[config.mk]
export PLATFORM = sky130hd
export DESIGN_NAME = pdc_dev_flat
export DESIGN_NICKNAME = d
export VERILOG_FILES = /design/src/rtl/pdc_pkg.sv /design/src/rtl/pdc_cfg_if.sv /design/src/rtl/pdc_dev.sv /design/src/flat_wrapper.sv
export SDC_FILE = /design/constraint.sdc
export NUM_CORES = 1
export LEC_CHECK = 0
export CELL_PAD_IN_SITES_DETAIL_PLACEMENT = 1
export CELL_PAD_IN_SITES_GLOBAL_PLACEMENT = 1
export CORE_AREA = 2 2 201 203
export CTS_BUF_LIST = sky130_fd_sc_hd__clkbuf_2
export DETAILED_ROUTE_END_ITERATION = 7
export DIE_AREA = 0 0 203 205
export DONT_BUFFER_PORTS = 1
export HOLD_SLACK_MARGIN = 0.05
export MAX_ROUTING_LAYER = met4
export PLACE_DENSITY = 0.59
export SLEW_MARGIN = 20
export SYNTH_ARGS = -nofsm -noshare
export SYNTH_HDL_FRONTEND = slang
export SYNTH_SLANG_ARGS = --single-unit
[constraint.sdc]
create_clock -name core_clk_i -period 7.4 [get_ports core_clk_i]
set_input_delay 1.11 -clock core_clk_i [delete_from_list [all_inputs] [get_ports core_clk_i]]
set_output_delay 1.11 -clock core_clk_i [all_outputs]
set_load 0.01 [all_outputs]
[src/rtl/pdc_pkg.sv]
`default_nettype none
// ****************************************
// configuration loader constants
// ****************************************
package pdc_pkg;

    // field widths
    localparam int M_W = 9;
    localparam int N_W = 2;
    localparam int T_W = 3;
    localparam int SR_W = T_W + N_W + M_W;

    // positions inside the 14-bit shift word, first bit shifted ends on top
    localparam int SR_M_LSB = 0;
    localparam int SR_N_LSB = SR_M_LSB + M_W;
    localparam int SR_T_LSB = SR_N_LSB + N_W;

    // reset values: the divisor pins have pull-ups, so an idle board reads ones
    localparam logic [M_W-1:0] M_RST = 9'h1FF;
    localparam logic [N_W-1:0] N_RST = 2'h3;
    localparam logic [T_W-1:0] T_RST = 3'h0;

    // reference pre-divider is 16, i.e. a shift of 4
    localparam int REF_DIV_SHIFT = 4;

    // monitor-select codes
    localparam logic [T_W-1:0] T_SHIFT_OUT = 3'h0;
    localparam logic [T_W-1:0] T_HIGH = 3'h1;
    localparam logic [T_W-1:0] T_MCOUNT = 3'h3;
    localparam logic [T_W-1:0] T_LOW = 3'h5;
    localparam logic [T_W-1:0] T_BYPASS = 3'h6;

    // suggested loop divisor window for a 16 MHz reference
    localparam logic [M_W-1:0] M_MIN = 9'h0C8;
    localparam logic [M_W-1:0] M_MAX = 9'h190;

    // timing, figures in ns, counts derived at 250 MHz
    localparam int CLK_PERIOD_NS = 4;
    localparam int T_SETUP_NS = 20;
    localparam int T_HOLD_NS = 20;
    localparam int T_PW_NS = 50;
    localparam int T_SCLK_HALF_NS = 50;
    localparam int SETUP_CYC = (T_SETUP_NS + CLK_PERIOD_NS - 1) / CLK_PERIOD_NS;
    localparam int HOLD_CYC = (T_HOLD_NS + CLK_PERIOD_NS - 1) / CLK_PERIOD_NS;
    localparam int PW_CYC = (T_PW_NS + CLK_PERIOD_NS - 1) / CLK_PERIOD_NS;
    localparam int SCLK_HALF_CYC = (T_SCLK_HALF_NS + CLK_PERIOD_NS - 1) / CLK_PERIOD_NS;
    localparam int TMR_W = 8;

    localparam int FREQ_W = 32;
    localparam int FOUT_W = FREQ_W + M_W;

    // output divider ratio for a select code: 1, 2, 4, 8
    function automatic logic [3:0] out_ratio(input logic [N_W-1:0] sel);
        out_ratio = 4'h1 << sel;
    endfunction

    // synthesized frequency: crystal / 16 * M / N, N a power of two
    function automatic logic [FOUT_W-1:0] fout_of(input logic [FREQ_W-1:0] xtal,
                                                  input logic [M_W-1:0] m,
                                                  input logic [N_W-1:0] n);
        logic [FOUT_W-1:0] prod;
        prod = FOUT_W'(xtal) * FOUT_W'(m);
        fout_of = prod >> (REF_DIV_SHIFT + int'(n));
    endfunction

endpackage
`default_nettype wire

[src/rtl/pdc_cfg_if.sv]
`timescale 1ns/1ps
`default_nettype none
// ****************************************
// configuration pins between controller and synthesizer
// ****************************************
interface pdc_cfg_if;
    import pdc_pkg::*;
    logic p_load_n;
    logic [M_W-1:0] m;
    logic [N_W-1:0] n;
    logic s_clock;
    logic s_data;
    logic s_load;

    modport dev (
        input p_load_n,
        input m,
        input n,
        input s_clock,
        input s_data,
        input s_load
    );

    modport host (
        output p_load_n,
        output m,
        output n,
        output s_clock,
        output s_data,
        output s_load
    );
endinterface
`default_nettype wire

[src/rtl/pdc_dev.sv]
`timescale 1ns/1ps
`default_nettype none
// Functional notes
// output frequency is crystal/16 times M over N
// controller keeps M within 200 to 400; pdc_host passes cfg_m_i on unchecked
// divider select codes give 1, 2, 4, 8
// parallel strobe rising edge captures M and N
// strobe low makes divisor latches transparent
// serial clock samples data into 14-bit register
// serial load works only with strobe high
// stream order: monitor, then N, then M
// each field shifted most significant bit first
// serial strobe falling edge transfers shifted values
// monitor select set only by serial stream
// strobe low forces monitor select to 000
// controller loads parallel at power-up, serial later
// shift register advances on serial clock rise
// parallel interface wins over serial interface
// monitor code 110 selects bypass through dividers
// latched values hold until next load event
// overlong stream keeps only last 14 bits
module pdc_dev
    import pdc_pkg::*;
(
    // clock, reset, enable
    input wire logic core_clk_i,
    input wire logic rst_n_i,
    input wire logic ce_i,
    // configuration pins
    pdc_cfg_if.dev cfg,
    // reference
    input wire logic [FREQ_W-1:0] crystal_frequency_i,
    // active configuration
    output logic [M_W-1:0] loop_div_o,
    output logic [N_W-1:0] out_div_sel_o,
    output logic [3:0] out_ratio_o,
    output logic [T_W-1:0] mon_sel_o,
    output logic bypass_o,
    output logic [FOUT_W-1:0] fout_freq_o,
    // clock outputs in bypass, monitor pin
    output logic synth_out_o,
    output logic monitor_o
);

    // ****************************************
    // pin edge detection
    // ****************************************
    // pins are synchronous to core_clk_i, so a single delay stage suffices
    logic s_clock_d_r;
    logic s_load_d_r;
    logic s_clock_rise;
    logic s_load_fall;

    always_ff @(posedge core_clk_i or negedge rst_n_i) begin
        if (!rst_n_i) begin
            s_clock_d_r <= 1'b0;
            s_load_d_r <= 1'b0;
        end else if (ce_i) begin
            s_clock_d_r <= cfg.s_clock;
            s_load_d_r <= cfg.s_load;
        end
    end

    assign s_clock_rise = cfg.s_clock && !s_clock_d_r;
    assign s_load_fall = !cfg.s_load && s_load_d_r;

    // ****************************************
    // serial shift register
    // ****************************************
    logic [SR_W-1:0] shift_r;

    // oldest bits fall off the top, last 14 stay
    always_ff @(posedge core_clk_i or negedge rst_n_i) begin
        if (!rst_n_i) begin
            shift_r <= '0;
        end else if (ce_i && s_clock_rise) begin
            shift_r <= {shift_r[SR_W-2:0], cfg.s_data};
        end
    end

    // ****************************************
    // divisor latches
    // ****************************************
    logic [M_W-1:0] m_r;
    logic [N_W-1:0] n_r;
    logic [T_W-1:0] t_r;
    logic ser_load;

    // strobe must be high for the serial latch to act
    assign ser_load = s_load_fall && cfg.p_load_n;

    // the last transparent sample is what the rising strobe captures
    always_ff @(posedge core_clk_i or negedge rst_n_i) begin
        if (!rst_n_i) begin
            m_r <= M_RST;
            n_r <= N_RST;
        end else if (ce_i) begin
            if (!cfg.p_load_n) begin
                m_r <= cfg.m;
                n_r <= cfg.n;
            end else if (ser_load) begin
                m_r <= shift_r[SR_M_LSB +: M_W];
                n_r <= shift_r[SR_N_LSB +: N_W];
            end
        end
    end

    // no parallel pins reach the monitor select
    always_ff @(posedge core_clk_i or negedge rst_n_i) begin
        if (!rst_n_i) begin
            t_r <= T_RST;
        end else if (ce_i) begin
            if (!cfg.p_load_n) begin
                t_r <= T_RST;
            end else if (ser_load) begin
                t_r <= shift_r[SR_T_LSB +: T_W];
            end
        end
    end

    // ****************************************
    // frequency and status
    // ****************************************
    logic [FOUT_W-1:0] fout_r;

    // a divisor outside M_MIN..M_MAX is not refused: lock is the controller's job
    always_ff @(posedge core_clk_i or negedge rst_n_i) begin
        if (!rst_n_i) begin
            fout_r <= '0;
        end else if (ce_i) begin
            fout_r <= fout_of(crystal_frequency_i, m_r, n_r);
        end
    end

    assign loop_div_o = m_r;
    assign out_div_sel_o = n_r;
    assign out_ratio_o = out_ratio(n_r);
    assign mon_sel_o = t_r;
    assign bypass_o = (t_r == T_BYPASS);
    assign fout_freq_o = fout_r;

    // ****************************************
    // bypass dividers on the serial clock
    // ****************************************
    logic [2:0] n_cnt_r;
    logic n_tog_r;
    logic [M_W-1:0] m_cnt_r;
    logic m_pulse_r;
    logic [2:0] n_half;

    assign n_half = 3'(out_ratio(n_r) >> 1) - 3'h1;

    // divide by 1 follows the pin; others toggle every ratio/2 rising edges
    always_ff @(posedge core_clk_i or negedge rst_n_i) begin
        if (!rst_n_i) begin
            n_cnt_r <= '0;
            n_tog_r <= 1'b0;
        end else if (ce_i) begin
            if (!bypass_o) begin
                n_cnt_r <= '0;
                n_tog_r <= 1'b0;
            end else if (s_clock_rise) begin
                if (n_cnt_r == n_half) begin
                    n_cnt_r <= '0;
                    n_tog_r <= !n_tog_r;
                end else begin
                    n_cnt_r <= n_cnt_r + 3'h1;
                end
            end
        end
    end

    // loop counter gives one high serial-clock period per M edges, not 50% duty
    always_ff @(posedge core_clk_i or negedge rst_n_i) begin
        if (!rst_n_i) begin
            m_cnt_r <= '0;
            m_pulse_r <= 1'b0;
        end else if (ce_i) begin
            if (!bypass_o) begin
                m_cnt_r <= '0;
                m_pulse_r <= 1'b0;
            end else if (s_clock_rise) begin
                if (m_cnt_r >= m_r - 9'h001) begin
                    m_cnt_r <= '0;
                    m_pulse_r <= 1'b1;
                end else begin
                    m_cnt_r <= m_cnt_r + 9'h001;
                    m_pulse_r <= 1'b0;
                end
            end
        end
    end

    // ****************************************
    // output pins
    // ****************************************
    logic synth_r;
    logic mon_r;
    logic mon_nxt;

    // analog nodes (reference, vco) are not modelled and read low
    always_comb begin
        unique case (t_r)
            T_SHIFT_OUT: mon_nxt = shift_r[SR_W-1];
            T_HIGH: mon_nxt = 1'b1;
            T_BYPASS: mon_nxt = m_pulse_r;
            default: mon_nxt = 1'b0;
        endcase
    end

    always_ff @(posedge core_clk_i or negedge rst_n_i) begin
        if (!rst_n_i) begin
            synth_r <= 1'b0;
            mon_r <= 1'b0;
        end else if (ce_i) begin
            mon_r <= mon_nxt;
            if (!bypass_o) begin
                synth_r <= 1'b0;
            end else if (n_r == 2'h0) begin
                synth_r <= cfg.s_clock;
            end else begin
                synth_r <= n_tog_r ^ (s_clock_rise && n_cnt_r == n_half);
            end
        end
    end

    assign synth_out_o = synth_r;
    assign monitor_o = mon_r;

endmodule // pdc_dev
`default_nettype wire

[src/flat_wrapper.sv]
// flat-port wrapper written by rule: the top's interface ports become plain ports
module pdc_dev_flat import pdc_pkg::*;
  (core_clk_i, rst_n_i, ce_i, crystal_frequency_i, loop_div_o, out_div_sel_o, out_ratio_o, mon_sel_o, bypass_o, fout_freq_o, synth_out_o, monitor_o, cfg_p_load_n, cfg_m, cfg_n, cfg_s_clock, cfg_s_data, cfg_s_load);
  pdc_cfg_if cfg_i ();
  input wire logic core_clk_i;
  input wire logic rst_n_i;
  input wire logic ce_i;
  input wire logic [FREQ_W-1:0] crystal_frequency_i;
  output logic [M_W-1:0] loop_div_o;
  output logic [N_W-1:0] out_div_sel_o;
  output logic [3:0] out_ratio_o;
  output logic [T_W-1:0] mon_sel_o;
  output logic bypass_o;
  output logic [FOUT_W-1:0] fout_freq_o;
  output logic synth_out_o;
  output logic monitor_o;
  input wire logic [$bits(cfg_i.p_load_n)-1:0] cfg_p_load_n;
  input wire logic [$bits(cfg_i.m)-1:0] cfg_m;
  input wire logic [$bits(cfg_i.n)-1:0] cfg_n;
  input wire logic [$bits(cfg_i.s_clock)-1:0] cfg_s_clock;
  input wire logic [$bits(cfg_i.s_data)-1:0] cfg_s_data;
  input wire logic [$bits(cfg_i.s_load)-1:0] cfg_s_load;
  assign cfg_i.p_load_n = cfg_p_load_n;
  assign cfg_i.m = cfg_m;
  assign cfg_i.n = cfg_n;
  assign cfg_i.s_clock = cfg_s_clock;
  assign cfg_i.s_data = cfg_s_data;
  assign cfg_i.s_load = cfg_s_load;
  pdc_dev u_core (.core_clk_i(core_clk_i), .rst_n_i(rst_n_i), .ce_i(ce_i), .cfg(cfg_i), .crystal_frequency_i(crystal_frequency_i), .loop_div_o(loop_div_o), .out_div_sel_o(out_div_sel_o), .out_ratio_o(out_ratio_o), .mon_sel_o(mon_sel_o), .bypass_o(bypass_o), .fout_freq_o(fout_freq_o), .synth_out_o(synth_out_o), .monitor_o(monitor_o));
endmodule
# After elaboration in Yosys (flattened, before gate mapping)

Index checks and enable logic that the tools add are counted.
W data, S select, Z words.

Bits in registers: 87
Input port bits: 50

Add/sub/neg operators: 5
Multipliers: 1
$lt $le $gt $ge: 1
Eq/ne operators: 6
Shift-type cells: 2
Multiplexer cells: 21
Bitwise operators: 1
Reduce and logical (&&, ||, !) cells: 13

Operator list:

| kind                  | number |
|---|---|
| $mux W9               | 5 |
| $mul A32 B9 Y41       | 1 |
| $shr A41 B32 Y41      | 1 |
| $mux W3               | 5 |
| $add A9 B1 Y9 const B | 1 |
| $ge A9 B9 Y1          | 1 |
| $sub A9 B1 Y9 const B | 1 |
| $mux W1               | 8 |
| $ne A2 B1 Y1 const B  | 3 |
| $logic_and A1 B1 Y1   | 5 |
| $add A3 B2 Y4 const A | 1 |
| $mux W2               | 2 |
| $reduce_and A2 Y1     | 2 |
| $shl A1 B2 Y4 const A | 1 |
| $add A3 B1 Y3 const B | 1 |
| $eq A3 B1 Y1 const B  | 1 |
| $eq A3 B3 Y1          | 1 |
| $eq A3 B3 Y1 const B  | 1 |
| $logic_not A1 Y1      | 3 |
| $logic_not A3 Y1      | 1 |
| $pmux W1 S3           | 1 |
| $reduce_and A3 Y1     | 1 |
| $sub A3 B1 Y3 const B | 1 |
| $logic_not A2 Y1      | 1 |
| $xor A1 B1 Y1         | 1 |

# Depth between registers and ports, before layout

Word-level depth: 7
Gate-level depth with buffers: 22
Gate-level depth less buffers: 20

# Worst setup path after synthesis

Ideal clock, no wire load.

Kind: input to register
Start point: input port crystal_frequency_i[30]
End point: register u_core.fout_r[31], in the netlist u_core.fout_freq_o[31]
Arrival time: 5.788 ns
Data required time: 7.318 ns
Slack: 1.530 ns
Cell stages on the path: 19
Buffers on the path: 1
Path through: clkbuf_1 nand2_1 fa_1 inv_1 fa_1 fa_1 inv_1 fa_1 inv_1 ha_1 a21o_1 a21o_1 a21o_1 a2111oi_0 a21oi_1 a31oi_1 xor2_1 mux4_2 a31oi_1

Word-level cells in the longest chain between the ends: 2

RTL lines:

| item                   | RTL line          | source |
|---|---|---|
| start: declaration     | flat_wrapper.sv:8 | `input wire logic [FREQ_W-1:0] crystal_frequency_i;` |
| $mul A32 B9 Y41        | pdc_pkg.sv:62     | `prod = FOUT_W'(xtal) * FOUT_W'(m);` |
| $shr A41 B32 Y41       | pdc_pkg.sv:63     | `fout_of = prod >> (REF_DIV_SHIFT + int'(n));` |
| end signal: assignment | pdc_dev.sv:131    | `fout_r <= fout_of(crystal_frequency_i, m_r, n_r);` |
| end: declaration       | pdc_dev.sv:124    | `logic [FOUT_W-1:0] fout_r;` |

Every way passes these cells.
A chain may end at the register's enable or synchronous reset.

# Worst setup path in the final report

Start point: register u_core.m_r[3], in the netlist u_core.loop_div_o[3]
End point: register u_core.fout_r[33], in the netlist u_core.fout_freq_o[33]

Word-level cells in the longest chain between the ends: 2

RTL lines:

| item                     | RTL line       | source |
|---|---|---|
| start: declaration       | pdc_dev.sv:84  | `logic [M_W-1:0] m_r;` |
| start signal: assignment | pdc_dev.sv:99  | `m_r <= cfg.m;` |
| start signal: assignment | pdc_dev.sv:102 | `m_r <= shift_r[SR_M_LSB +: M_W];` |
| $mul A32 B9 Y41          | pdc_pkg.sv:62  |  |
| $shr A41 B32 Y41         | pdc_pkg.sv:63  |  |

Every way passes these cells.

==> run_results.csv <==
group,metric,value,unit
route,drt_first_iter_violations,442,
floorplanning,start_util,34.7,%
setup_path,crit_arrival,7060,ps
clock_network,cts_hold_buf,0,
route,drt-pass1-iter-count,4,
timing,hold_viol,0,
setup_path,r2r-start,"u_core.loop_div_o[3]",
setup_path,cp.required,7860,ps
worst_hold_path,hold_path_class,"input pin to asynchronous set/reset pin",
placed_design,dp.final_hpwl,31.3,mm
timing,skew,32.5,ps
setup_path,critPathLaunchType,"flop",
route,drcViolationCount,0,
placed_design,place_ws,890,ps
clock_network,post-cts-setup-buffer-count,0,
grt,grt_usage,20.1,%
clock_network,cts.sinks,83,
clock_network,cts_root_buf,"clkbuf_2",
yosys,synth_area,13700,sq um
timing,post-route-period-util,89.3,%
route,routed_wirelength,38.8,mm
floorplanning,die_w,203,um
yosys,ys_async_sr_fraction,100,%
floorplanning,std_cell_rows,73,
setup_path,crit_type,"flop to flop",
clock_network,clk_latency,600,ps
clock_network,htreeDepth,3,
route,vias,10305,
placed_design,routabilityCongestion,0.828,
run_status,status,"complete, no violations",
floorplanning,die_h,205,um
floorplanning,fp.coreArea,39400,sq um
grt,grt_max_degree,84,
floorplanning,io_pins,112,
grt,antenna_found_initial,0,
route,ant_nets,0,
yosys,ys_seq_elements,83,
yosys,synth-edff-count,0,
yosys,syn_inst,1544,
floorplanning,dieArea,41600,sq um
yosys,yosysWarnings,0,
finish,diodes,0,
timing,tightest_slew,989,ps
setup_path,critical_path.startpoint,"u_core.loop_div_o[3]",
finish,multi_input_area,10300,sq um
timing,setup_ws,795,ps
finish,fin_util,36.2,%
flow_run,max_cap_viol_count,0,
yosys,synth_ff_type,"dfrtp_1",
placed_design,io_buffers,0,
timing,maxSlewViolCount,0,
route,wl_per_cell,19.2,um
timing,fmax,151,MHz
grt,grt-ovfl-total,0,
yosys,yosysSeqAreaShare,15.3,%
timing,final.min_clock_period,6610,ps
clock_network,numCtsBuffers,9,
timing,maxSlewHeadroom,34.1,%
grt,grt_pass1_vias,11659,
finish,final_nets,1825,
timing,rsz0062_at_grt,"false",
clock_network,path_clk_slew,260,ps
clock_network,cts.path.max_buffers,2,
clock_network,cts_tree,"built",
route,vias_per_cell,5.10,
finish,seqCellArea,2090,sq um
timing,setup-violations-final,0,
finish,fill_cells,4599,
finish,drive_above_1_share,5.29,%
clock_network,ctsResizeCount,0,
grt,grt_pass1_wl,64.1,mm
finish,areaGrowthSynthToFinish,4.18,%
setup_path,critPathMaxFanout,31,
timing,setup-tns-final,0,ps
yosys,synth.avg_cell_area,8.86,sq um
setup_path,end_kind,"flop",
yosys,ys_types,71,
finish,stdcell_count,2019,
placed_design,post-place-cells,2003,
-- cells by family after synthesis --
logic type / after synthesis / synth area share [%]
AO/OA/AOI/OAI: 233 / 11.8
XOR/XNOR: 42 / 2.69
adder cells (fa/ha/maj): 286 / 37.7
buffers and inverters: 332 / 9.27
flip-flops: 83 / 15.3
multiplexers: 59 / 4.62
other: 1 / 0.0274
AND/OR/NAND/NOR: 508 / 18.5
-- metrics by stage --
stage          hold WS [ps]  cell area [sq um]
2_1_floorplan           450              13700
3_3_place_gp            491              14100
3_5_place_dp            499              14100
4_1_cts                88.7              14200
5_1_grt                85.0              14200
6_report                151              14200
-- cell usage in the layout (no fill, tap or decap), drive strengths merged, types with 16 or more instances in the layout --
master	n
fa	211
a22o	16
nand2	193
o21ai	45
xnor2	27
and2	182
dfrtp	72
nor2	50
mux2	23
ha	75
a21oi	56
mux2i	35
inv	248
nand3	30
a21o	29
-- cell type report --
cell class	count	area share, %
Clock inverter	6	0.457
Tap cell	525	4.61
Multi-Input combinational cell	1132	72.5
Inverter	248	6.53
Clock buffer	10	0.351
Timing Repair Buffer	15	0.878
Sequential cell	83	14.7
-- critical path, cell delays in order (launching register included) --
cell and delay (ps):
dfstp_2 1130, nand2_1 170, fa_1 550, fa_1 550, inv_1 60, fa_1 480, inv_1 50, fa_1 490
inv_1 50, ha_1 330, and2_1 190, and2b_2 210, a41oi_1 440, o2111a_1 330, nor3b_2 90, a221oi_1 330
mux2_2 240, nor2_1 50, a2111oi_0 600, a211oi_1 110
-- cell usage after synthesis (3+ instances only) --
cell / n / area share, %
buf_4: 4 / 0.22
clkbuf_1: 70 / 1.9
a211oi_1: 15 / 0.82
mux2i_1: 35 / 2.6
o31ai_1: 3 / 0.16
nand2b_1: 7 / 0.32
a31oi_1: 4 / 0.18
or3_1: 4 / 0.18
ha_1: 75 / 6.9
nand4_1: 7 / 0.32
xor2_1: 15 / 0.96
and2_1: 182 / 8.3
o221ai_1: 7 / 0.45
a2111oi_0: 3 / 0.19
nor4_1: 4 / 0.18
dfstp_2: 11 / 2.1
a41oi_1: 4 / 0.26
nor2_1: 50 / 1.4
o21bai_1: 7 / 0.38
fa_1: 211 / 31
dfrtp_1: 72 / 13
nand2_1: 193 / 5.3
o2bb2ai_1: 5 / 0.32
nor3_1: 12 / 0.44
a21o_1: 28 / 1.5
nor2b_1: 5 / 0.23
xnor2_1: 27 / 1.7
buf_2: 5 / 0.18
a22o_1: 16 / 1.0
buf_1: 5 / 0.14
o211ai_1: 5 / 0.27
a21oi_1: 54 / 2.0
o21ai_0: 44 / 1.6
and3_1: 6 / 0.27
a221oi_1: 6 / 0.38
nand3_1: 30 / 1.1
o21a_1: 4 / 0.22
inv_1: 246 / 6.8
mux2_2: 23 / 1.9
-- path summary, 6_finish.rpt --
| kind | to | slack, ps | cells after the start |
|---|---|---|---|
| setup / recovery | u_core.fout_freq_o[33] | 790 | 19 |
| setup reg to reg | u_core.fout_freq_o[33] | 790 | 19 |
| min in group core_clk_i | u_core.s_clock_d_r | 550 | 1 |
| hold / removal | u_core.shift_r[2] | 150 | 0 |
| max in group asynchronous | u_core.loop_div_o[0] | 7040 | 0 |
| hold reg to reg | u_core.s_clock_d_r | 550 | 1 |
-- state kept, by name, indices dropped and copies added (netlist names), 2 cells and up --
register / count
u_core.m_cnt_r: 9
u_core.loop_div_o: 9
u_core.shift_r: 14
u_core.mon_sel_o: 3
u_core.fout_freq_o: 37
u_core.n_cnt_r: 3
u_core.out_div_sel_o: 2
-- layer usage --
| metal | GRT usage [%] | part of all wire (%) |
|---|---|---|
| met4 | 3.39 | 1.5 |
| met5 | - | 0 |
| met3 | 2.31 | 2.4 |
| met2 | 37.4 | 53 |
| met1 | 23.6 | 43 |
Power is left out: the tool's default activity adds up to more than one toggle a clock period on the data nets, which glitch-free logic cannot reach.
